--- src/shared/dsub_pkg.sv ---
// dsub_pkg: constants for the data subchannel control block.
// assumes a 40 MHz aclk and a 32-bit AXI4-Lite register port.
package dsub_pkg;
   localparam int unsigned CLK_NS      = 25;
   localparam int unsigned PHASE_NS    = 125;
   localparam int unsigned PHASE_CYC   = (PHASE_NS + CLK_NS - 1) / CLK_NS;
   localparam int unsigned TEST_NS     = 250;
   localparam int unsigned TEST_CYC    = (TEST_NS + CLK_NS - 1) / CLK_NS;
   localparam logic [3:0]  PH_LAST     = 4'h8;
   localparam logic [3:0]  PH_ADDR     = 4'h2;
   localparam logic [3:0]  PH_DATA     = 4'h5;
   localparam logic [3:0]  PH_TX_ON    = 4'h4;
   localparam logic [3:0]  PH_TX_OFF   = 4'h1;

   localparam logic [7:0]  OFF_CTRL    = 8'h00;
   localparam logic [7:0]  OFF_WCOUNT  = 8'h04;
   localparam logic [7:0]  OFF_STATUS  = 8'h08;

   localparam int unsigned CTRL_EN     = 0;
   localparam int unsigned CTRL_CYCLE  = 1;
   localparam int unsigned CTRL_DISC   = 2;
   localparam int unsigned CTRL_HCLR   = 3;
   localparam int unsigned CTRL_TEST   = 4;

   localparam int unsigned ST_HALT     = 0;
   localparam int unsigned ST_ACC      = 1;
   localparam int unsigned ST_SEL      = 2;
   localparam int unsigned ST_PERR     = 3;
   localparam int unsigned ST_ZERO     = 4;
   localparam int unsigned ST_TRES     = 5;
   localparam int unsigned ST_TBUSY    = 6;
   localparam int unsigned ST_BUSY     = 7;

   localparam logic [15:0] WCOUNT_RST  = 16'h0000;
   localparam logic [1:0]  RESP_OKAY   = 2'h0;
   localparam logic [1:0]  RESP_SLVERR = 2'h2;

   typedef enum logic [1:0] {FN_INPUT, FN_OUTPUT, FN_INCR, FN_SPARE} dsub_fn_t;
endpackage

--- src/rtl/dsub_sync.sv ---
// dsub_sync: two-flop synchroniser for a bus of unrelated pin levels.
// assumes each bit is a slow level; no word coherence between bits.
`timescale 1ns/1ps
module dsub_sync
   import dsub_pkg::*;
#(
   parameter int unsigned W    = 1,
   parameter logic [W-1:0] INIT = '0
) (
   input  wire logic         aclk,
   input  wire logic         aresetn,
   input  wire logic [W-1:0] d,
   output logic      [W-1:0] q
);
   typedef struct packed {
      logic [W-1:0] meta;
      logic [W-1:0] sync;
   } dsub_sync_t;

   dsub_sync_t s_q, s_d;

   always_comb begin
      s_d.meta = d;
      s_d.sync = s_q.meta;
   end

   always_ff @(posedge aclk) begin
      if (!aresetn) begin
         s_q <= {INIT, INIT};
      end else begin
         s_q <= s_d;
      end
   end

   assign q = s_q.sync;
endmodule

--- src/rtl/dsub_ctrl.sv ---
// dsub_ctrl: control side of a data subchannel on a multiplex memory channel.
// assumes unit pins are asynchronous; grant and other_accept come from aclk logic.
//
// The register addresses and the AXI4-Lite slave port were decided locally.
`timescale 1ns/1ps
module dsub_ctrl
   import dsub_pkg::*;
(
   input  wire logic        aclk,
   input  wire logic        aresetn,
   input  wire logic [7:0]  s_axi_awaddr,
   input  wire logic        s_axi_awvalid,
   output logic             s_axi_awready,
   input  wire logic [31:0] s_axi_wdata,
   input  wire logic [3:0]  s_axi_wstrb,
   input  wire logic        s_axi_wvalid,
   output logic             s_axi_wready,
   output logic [1:0]       s_axi_bresp,
   output logic             s_axi_bvalid,
   input  wire logic        s_axi_bready,
   input  wire logic [7:0]  s_axi_araddr,
   input  wire logic        s_axi_arvalid,
   output logic             s_axi_arready,
   output logic [31:0]      s_axi_rdata,
   output logic [1:0]       s_axi_rresp,
   output logic             s_axi_rvalid,
   input  wire logic        s_axi_rready,
   input  wire logic        op_request_n,
   input  wire logic        halt_request_n,
   input  wire logic        skip_response,
   input  wire logic [1:0]  function_code,
   input  wire logic [23:0] data_in,
   input  wire logic        channel_grant,
   input  wire logic        other_accept,
   output logic             request_accepted,
   output logic             subchannel_selected,
   output logic             address_done,
   output logic             data_out_strobe,
   output logic             data_in_strobe,
   output logic             parity_error,
   output logic             zero_count,
   output logic             timing_x,
   output logic             timing_y,
   output logic             halt_done_out,
   output logic             skip_on_signal_test
);
   typedef struct packed {
      logic [3:0]  phase;
      logic [2:0]  div;
      logic        busy;
      logic        acc;
      logic        sel;
      logic        halt;
      logic        perr;
      logic        perr_seen;
      logic        zero;
      logic        odd;
      dsub_fn_t    fn;
      logic [15:0] wcount;
      logic        en;
      logic        cyc;
      logic        tbusy;
      logic        tres;
      logic [3:0]  tcnt;
      logic        addr_done;
      logic        dout;
      logic        din;
      logic        awv;
      logic [7:0]  awaddr;
      logic        wv;
      logic [31:0] wdata;
      logic [3:0]  wstrb;
      logic        bvalid;
      logic [1:0]  bresp;
      logic        rvalid;
      logic [31:0] rdata;
      logic [1:0]  rresp;
   } dsub_state_t;

   dsub_state_t s_q, s_d;
   logic [28:0] pins_s;
   logic        req_act;
   logic        halt_act;
   logic        resp_s;
   logic [1:0]  fn_s;
   logic [23:0] data_s;

   // pins only reach logic after two flops; requests idle high
   dsub_sync #(
      .W    (29),
      .INIT (29'h0000_0003)
   ) u_sync (
      .aclk    (aclk),
      .aresetn (aresetn),
      .d       ({data_in, function_code, skip_response, halt_request_n, op_request_n}),
      .q       (pins_s)
   );

   assign req_act  = !pins_s[0];
   assign halt_act = !pins_s[1];
   assign resp_s   = pins_s[2];
   assign fn_s     = pins_s[4:3];
   assign data_s   = pins_s[28:5];

   logic        tick;
   logic        start;
   logic        wr_go;
   logic [3:0]  ph_next;
   logic [15:0] wc_dec;
   logic [31:0] status;

   assign tick    = s_q.busy && (s_q.div == 3'(PHASE_CYC - 1));
   assign ph_next = s_q.phase + 4'h1;
   assign wc_dec  = s_q.wcount - 16'h0001;
   // a new word needs an idle cycle first, so halt can take effect between words
   assign start   = !s_q.busy && s_q.en && !s_q.halt && req_act && channel_grant;
   assign wr_go   = s_q.awv && s_q.wv && !s_q.bvalid;

   always_comb begin
      status          = '0;
      status[ST_HALT]  = s_q.halt;
      status[ST_ACC]   = s_q.acc;
      status[ST_SEL]   = s_q.sel;
      status[ST_PERR]  = s_q.perr_seen;
      status[ST_ZERO]  = s_q.zero;
      status[ST_TRES]  = s_q.tres;
      status[ST_TBUSY] = s_q.tbusy;
      status[ST_BUSY]  = s_q.busy;
   end

   always_comb begin
      s_d           = s_q;
      s_d.addr_done = 1'b0;
      s_d.dout      = 1'b0;
      s_d.din       = 1'b0;

      // idle with no new word: accepted is let go, so a held request keeps it up
      if (!s_q.busy && !start) begin
         s_d.acc = 1'b0;
      end

      // channel cycle, nine phases
      if (s_q.busy) begin
         s_d.div = tick ? 3'h0 : s_q.div + 3'h1;
      end
      if (start) begin
         s_d.busy  = 1'b1;
         s_d.phase = 4'h0;
         s_d.div   = 3'h0;
         s_d.acc   = 1'b1;
         s_d.fn    = dsub_fn_t'(fn_s);
      end else if (tick) begin
         if (s_q.phase == PH_LAST) begin
            s_d.busy = 1'b0;
         end else begin
            s_d.phase = ph_next;
         end
         if (ph_next == PH_ADDR) begin
            s_d.addr_done = 1'b1;
            // a request still low keeps accepted high across words
            s_d.acc = req_act;
         end
         if (ph_next == PH_DATA) begin
            if (s_q.fn == FN_OUTPUT) begin
               s_d.dout = 1'b1;
            end else begin
               s_d.din = 1'b1;
            end
            if (s_q.fn == FN_INPUT) begin
               s_d.perr = ~^data_s;
               if (~^data_s) begin
                  s_d.perr_seen = 1'b1;
               end
            end
            if (s_q.fn == FN_INCR) begin
               s_d.wcount = wc_dec;
               s_d.zero   = (wc_dec == 16'h0000);
               s_d.odd    = !s_q.odd;
               if ((wc_dec == 16'h0000) && s_q.odd && !s_q.cyc) begin
                  s_d.halt = 1'b1;
               end
            end
         end
      end

      // selection is lost only to another subchannel; a fresh start wins
      if (other_accept && !start) begin
         s_d.sel = 1'b0;
      end else if (start) begin
         s_d.sel = 1'b1;
      end

      // skip test: drive the test line, sample the answer at the end
      if (s_q.tbusy) begin
         s_d.tcnt = s_q.tcnt + 4'h1;
         if (s_q.tcnt == 4'(TEST_CYC - 1)) begin
            s_d.tbusy = 1'b0;
            s_d.tres  = resp_s;
         end
      end

      // register write
      if (s_axi_awvalid && s_axi_awready) begin
         s_d.awv    = 1'b1;
         s_d.awaddr = s_axi_awaddr;
      end
      if (s_axi_wvalid && s_axi_wready) begin
         s_d.wv    = 1'b1;
         s_d.wdata = s_axi_wdata;
         s_d.wstrb = s_axi_wstrb;
      end
      if (wr_go) begin
         s_d.awv    = 1'b0;
         s_d.wv     = 1'b0;
         s_d.bvalid = 1'b1;
         s_d.bresp  = RESP_OKAY;
         unique case (s_q.awaddr)
            OFF_CTRL: begin
               if (s_q.wstrb[0]) begin
                  s_d.en  = s_q.wdata[CTRL_EN];
                  s_d.cyc = s_q.wdata[CTRL_CYCLE];
                  if (s_q.wdata[CTRL_TEST] && !s_q.tbusy) begin
                     s_d.tbusy = 1'b1;
                     s_d.tcnt  = 4'h0;
                  end
               end
            end
            OFF_WCOUNT: begin
               if (s_q.wstrb[0]) begin
                  s_d.wcount[7:0] = s_q.wdata[7:0];
               end
               if (s_q.wstrb[1]) begin
                  s_d.wcount[15:8] = s_q.wdata[15:8];
               end
               s_d.odd = 1'b0;
            end
            OFF_STATUS: begin
               // write one clears; a same-cycle parity event still lands
               if (s_q.wstrb[0] && s_q.wdata[ST_PERR] && !s_d.din) begin
                  s_d.perr_seen = 1'b0;
               end
            end
            default: begin
               s_d.bresp = RESP_SLVERR;
            end
         endcase
      end
      if (s_q.bvalid && s_axi_bready) begin
         s_d.bvalid = 1'b0;
      end

      // halt: clear first so every setting source wins over it
      if (wr_go && (s_q.awaddr == OFF_CTRL) && s_q.wstrb[0] && s_q.wdata[CTRL_HCLR]) begin
         s_d.halt = 1'b0;
      end
      if (halt_act) begin
         s_d.halt = 1'b1;
      end
      if (wr_go && (s_q.awaddr == OFF_CTRL) && s_q.wstrb[0] && s_q.wdata[CTRL_DISC]) begin
         s_d.halt = 1'b1;
      end
      if (tick && (ph_next == PH_DATA) && (s_q.fn == FN_INCR) && (wc_dec == 16'h0000)
          && s_q.odd && !s_q.cyc) begin
         s_d.halt = 1'b1;
      end

      // register read
      if (s_axi_arvalid && s_axi_arready) begin
         s_d.rvalid = 1'b1;
         s_d.rresp  = RESP_OKAY;
         unique case (s_axi_araddr)
            OFF_CTRL: begin
               s_d.rdata = {27'h0, 1'b0, 2'h0, s_q.cyc, s_q.en};
            end
            OFF_WCOUNT: begin
               s_d.rdata = {16'h0, s_q.wcount};
            end
            OFF_STATUS: begin
               s_d.rdata = status;
            end
            default: begin
               s_d.rdata = 32'h0;
               s_d.rresp = RESP_SLVERR;
            end
         endcase
      end else if (s_q.rvalid && s_axi_rready) begin
         s_d.rvalid = 1'b0;
      end
   end

   always_ff @(posedge aclk) begin
      if (!aresetn) begin
         s_q        <= '0;
         s_q.fn     <= FN_INPUT;
         s_q.wcount <= WCOUNT_RST;
      end else begin
         s_q <= s_d;
      end
   end

   assign s_axi_awready       = !s_q.awv && !s_q.bvalid;
   assign s_axi_wready        = !s_q.wv && !s_q.bvalid;
   assign s_axi_bvalid        = s_q.bvalid;
   assign s_axi_bresp         = s_q.bresp;
   assign s_axi_arready       = !s_q.rvalid;
   assign s_axi_rvalid        = s_q.rvalid;
   assign s_axi_rdata         = s_q.rdata;
   assign s_axi_rresp         = s_q.rresp;
   assign request_accepted    = s_q.acc;
   assign subchannel_selected = s_q.sel;
   assign address_done        = s_q.addr_done;
   assign data_out_strobe     = s_q.dout;
   assign data_in_strobe      = s_q.din;
   assign parity_error        = s_q.perr;
   assign zero_count          = s_q.zero;
   assign timing_x            = s_q.busy && ((s_q.phase >= PH_TX_ON) || (s_q.phase <= PH_TX_OFF));
   assign timing_y            = s_q.busy;
   // access complete means no channel cycle is in flight
   assign halt_done_out       = s_q.halt && !s_q.busy;
   assign skip_on_signal_test = s_q.tbusy;
endmodule

--- config.mk ---
export PLATFORM = sky130hd
export DESIGN_NAME = dsub_ctrl
export DESIGN_NICKNAME = d
export VERILOG_FILES = /design/src/shared/dsub_pkg.sv /design/src/rtl/dsub_sync.sv /design/src/rtl/dsub_ctrl.sv
export SDC_FILE = /design/constraint.sdc
export NUM_CORES = 1
export LEC_CHECK = 0
export BUFFER_PORTS_ARGS = -buffer_cell sky130_fd_sc_hd__buf_2
export CORE_UTILIZATION = 50
export CTS_BUF_LIST = sky130_fd_sc_hd__clkbuf_8
export DETAILED_ROUTE_END_ITERATION = 10
export PLACE_DENSITY = 0.8
export SLEW_MARGIN = 20
export SYNTH_ARGS = -nofsm -noshare
export SYNTH_HDL_FRONTEND = slang
export SYNTH_SLANG_ARGS = --single-unit
--- constraint.sdc ---
create_clock -name aclk -period 3.07 [get_ports aclk]
set_input_delay 0.1535 -clock aclk [delete_from_list [all_inputs] [get_ports aclk]]
set_output_delay 0.1535 -clock aclk [all_outputs]
set_load 0.02 [all_outputs]
==> After elaboration in Yosys (flattened, before gate mapping) <==
Cells that the tools add are included.
{ "op_classes": {"n_addsub": 4, "n_reduce_logical": 68, "n_div": 0, "eq_ne": 16, "muxes": 51, "bitwise": 5, "n_shift": 0, "order_cmp": 2, "multipliers": 0} }
{ "ops": {"columns": ["op", "n"], "rows": [
  ["$mux W16", 5],
  ["$pmux W16 S3", 1],
  ["$logic_and A1 B1 Y1", 32],
  ["$ne A5 B5 Y1 const B", 5],
  ["$mux W1", 24],
  ["$reduce_xnor A24 Y1", 1],
  ["$mux W19", 1],
  ["$eq A8 B3 Y1 const B", 2],
  ["$eq A8 B4 Y1 const B", 2],
  ["$logic_not A16 Y1", 1],
  ["$logic_not A8 Y1", 2],
  ["$mux W4", 4],
  ["$mux W8", 2],
  ["$sub A16 B1 Y16 const B", 1],
  ["$mux W5", 3],
  ["$mux W2", 7],
  ["$logic_not A1 Y1", 12],
  ["$mux W3", 3],
  ["$reduce_or A3 Y1", 3],
  ["$add A4 B1 Y4 const B", 2],
  ["$eq A4 B4 Y1 const B", 2],
  ["$reduce_and A4 Y1", 2],
  ["$reduce_or A2 Y1", 4],
  ["$mux W6", 1],
  ["other kinds (16)", 24]
]} }
{ "totals": {"register_bits": 168, "wordCells": 178, "output_inout_bits": 52, "romBits": 0, "latchBits": 0, "memories": 0, "inputBits": 90, "mem_bits_rw": 0} }

==> Logic depth before layout (Yosys ltp) <==
{ "depth": {"depth_word": 13, "mapped_depth": 10, "depth_no_buf": 8} }

==> Hierarchy <==
A second synthesis with hierarchy kept.
{ "hier_totals": {"cells_unflattened": 686, "area_unflattened_um2": 6242.2} }
{ "modules_own_cells": {"columns": ["module", "seq_area_each_um2", "area_each_um2", "cells_per_inst", "instances"], "rows": [
  ["dsub_ctrl", 1841.8, 4673.2, 564, 1],
  ["dsub_sync", 1161.1, 1569.0, 122, 1]
]} }

==> Least setup slack after synthesis <==
OpenSTA, ideal clock, no wires.
{ "synth_timing": {"kind": "register to register", "from": "register s_q[101] (netlist name)", "to": "register s_q[117] (netlist name)", "stages_incl_launch_ff": 7, "setup_slack_ps": 756, "path_buffers": 1, "t_arrival_ps": 2244, "required_ps": 3000, "cell_sequence": "dfxtp_1 or4_4 or2_0 buf_2 or4_4 or4_1 a21boi_1"} }
{ "synth_between": {"elab_chain_cells": 7, "word_cells_on_any_way": 14, "classes_between": "1 x add/sub; 5 x eq/ne; 1 x mux; 7 x reduce/logical"} }
{ "synth_rtl": {"columns": ["element", "line_no", "source"], "rows": [
  ["start, declared", "dsub_ctrl.sv:80", "dsub_state_t s_q, s_d;"],
  ["$sub A16 B1 Y16 *", "dsub_ctrl.sv:114", "assign wc_dec = s_q.wcount - 16'h0001;"],
  ["$logic_not A16 Y1 *", "dsub_ctrl.sv:179, dsub_ctrl.sv:262", null],
  ["$logic_and A1 B1 Y1", "dsub_ctrl.sv:262", "if (tick && (ph_next == PH_DATA) && (s_q.fn == FN_INCR) && (wc_dec == 16'h0000)"],
  ["$logic_and A1 B1 Y1 (2 in series)", "dsub_ctrl.sv:263", "&& s_q.odd && !s_q.cyc) begin"],
  ["$ne A5 B5 Y1 (no line)", null, null],
  ["$reduce_and A5 Y1 (no line)", null, null]
]} }
Every way passes the cells marked *; elsewhere a longest branch is shown, timed or not.
A chain may end at the register's enable or synchronous reset.

==> Final worst setup path <==
Same ends and word-level chain as after synthesis.

==> summary.md <==
| Metric | Value |
|---|---|
| Port bufs | `105` |
| Core Area | `12000 um2` |
| Global-route wire length before repair | `20300 um` |
| Setup tns final | `0 ps` |
| Setup ws final | `608 ps` |
| Sequential-to-total area share from yosys stat | `48.6%` |
| Initial Util | `51.4%` |
| Most frequent cells in the layout | `dfxtp_1, buf_2, nand2_1, and2_1, dlygate4sd3_1` |
| Synth warn | `0` |
| Layout cells sized above 1 | `17.9%` |
| RSZ-0062 raised after global routing | `false` |
| NetSw | `1.05 mW` |
| Asr flop ratio synth | `0%` |
| Mapped Cells | `672` |
| Critical path startpoint category | `register` |
| Post-layout instance area | `7540 um2` |
| Total clock sinks | `150` |
| Pin count of the biggest net entering global routing | `92` |
| Post-CTS setup buffer count | `0` |
| DRC viols | `0` |
| Grt total ovfl | `0` |
| Post-synth top flop | `dfxtp_1` |
| Crit path kind | `register to register` |
| Die area | `12800 um2` |
| PostCTS Resize Cnt | `0` |
| Clock Tree Root | `clkbuf_8` |
| Core Util, Final | `62.8%` |
| Tmin final | `2460 ps` |
| Rows | `40` |
| Sequential power share | `53.2%` |
| Peak VDD IR | `350 uV` |
| Most common cell after layout, fill and taps aside | `dfxtp_1` |
| Die Span X | `113 um` |
| Hold_buf cts | `60` |
| Final antenna-violating net count | `0` |
| Clock group share of total power | `37.4%` |
| Place WS | `638 ps` |
| Final WL | `12300 um` |
| Cell variety after synth | `55` |
| Final Cycle Share | `80.2%` |
| Combinational power share | `9.4%` |
| Number of global-route vias before repair | `4498` |
| Max Freq | `406 MHz` |
| Worst EP arrival | `2830 ps` |
| Crit path required time | `3440 ps` |
| Layout Cells excl Fill | `963` |
| Number of synthesized flops with an enable pin | `0` |
| Area Overhead vs Synth | `22.1%` |
| Pint | `2.79 mW` |
| Flops & latches, synth | `150` |
| Slew Limit Fails | `0` |
| Setup Viol. Count Final | `0` |
| Worst setup EP type | `register` |
| GRT Resource Usage Total | `20.0%` |
| Max FO, Critical Path | `6` |
| Post-Syn Area | `6180 um2` |
| Clock transition at path regs | `90 ps` |
| CTS Buf Count | `17` |
| Starting DRT DRC Count | `231` |
| Hold Crit Class | `primary input to register` |
| Avg Cell Area, Syn | `9.19 um2` |
| Initial antenna violation count | `0` |
| Worst-Margin Slew | `701 ps` |
| DR vias/cell | `4.96` |
| CTS max path bufs | `2` |
| Worst Skew | `8.33 ps` |
| Fillcell total | `973` |
| Final RePlAce weighted congestion | `0.817` |
| Final HPWL from detailed placement | `8250 um` |
| Worst skew pair latency | `440 ps` |
| Leakage power total | `3.14 nW` |
| H-tree levels | `4` |
| # nets final | `904` |
| # IOs | `142` |
| Final-report hold violation count | `0` |
| Max-Cap Viols | `0` |
| Avg WL per Cell | `12.8 um` |
| Placed Area | `6560 um2` |
| Overall Power | `3.84 mW` |
| Worst relative slew slack | `53.2%` |
| Vias | `4772` |
| Outcome | `finished clean` |
| CTS tree | `yes` |
| Placed Cells | `871` |
| Switch share | `27.2%` |
| Vert. Die Dim | `113 um` |
| N_diodes | `0` |
| Pwr/cell area | `509 nW/um2` |
| DRT Pass-1 Iters | `5` |
| Hold slack | `51.3 ps` |
cell families after synthesis:
| kind of cell | count (synthesis) | share of synthesized area [%] |
|---|---|---|
| buffers and inverters | 85 | 7.37 |
| other | 1 | 0.0607 |
| XOR/XNOR | 46 | 6.52 |
| AO/OA/AOI/OAI | 115 | 12.4 |
| adder cells (fa/ha/maj) | 11 | 2.23 |
| flip-flops | 150 | 48.6 |
| AND/OR/NAND/NOR | 257 | 21.7 |
| multiplexers | 7 | 1.15 |
path summary, 6_finish.rpt:
kind	start	to	slack, ps	cells after the start
setup / recovery	s_q[101]	s_q[117]	610	5
hold / removal	s_axi_araddr[2]	s_axi_rresp[1]	50	3
setup reg to reg	s_q[101]	s_q[117]	610	5
hold reg to reg	u_sync.s_d[0]	u_sync.q[0]	420	1
Yosys cell counts (all sizes together) (9+ instances only):
cell type / number / area, um2
ha: 11 / 138
clkbuf: 32 / 120
nor2: 27 / 101
nand2: 85 / 319
xnor2: 38 / 333
and2: 64 / 400
buf: 39 / 283
a21oi: 21 / 105
dfxtp: 150 / 3000
a21boi: 29 / 218
nor2b: 22 / 138
a22oi: 15 / 113
o21ai: 27 / 135
inv: 14 / 52.6
nor3: 9 / 45.0
worst max-delay path, stage by stage, from the launching register on:
cell,delay [ps]
dfxtp_1,350
or4_4,550
or2_0,330
or4_4,530
or4_1,480
a21boi_1,160
layer usage:
| layer | wire length, um | part of all wire, % | global-route usage (%) | vias up |
|---|---|---|---|---|
| li1 | - | - | - | 2437 |
| met1 | 5580 | 45 | 24.1 | 2195 |
| met2 | 5960 | 48 | 34.0 | 124 |
| met3 | 576 | 4.7 | 4.98 | 16 |
| met4 | 189 | 1.5 | 8.33 | 0 |
| met5 | 0 | 0 | 0 | - |
flip-flops by register name (all words and copies together), names as in the netlist, 16 cells and up:
name and flops:
s_axi_rdata 16, s_q 63, u_sync.s_d 29, u_sync.q 29
area by class of cell:
cell class	count	area [um2]	share of cell area, %
flip-flops and latches	150	3000	39.8
inverters	14	52.6	0.697
multi-input cells	454	2780	36.9
clock inverters	15	151	2.01
repair buffers	166	1140	15.1
well taps	147	184	2.44
clock buffers	17	234	3.10
power groups by stage:
stage	clock, mW	combinational, mW	sequential [mW]
global placement	0	0.286	2.09
global route	1.58	0.398	2.05
finish	1.44	0.359	2.04
detailed placement	0	0.295	2.09
CTS	1.47	0.357	2.04
floorplan	0	0.229	2.08
Power figures use the tool's default switching activity.
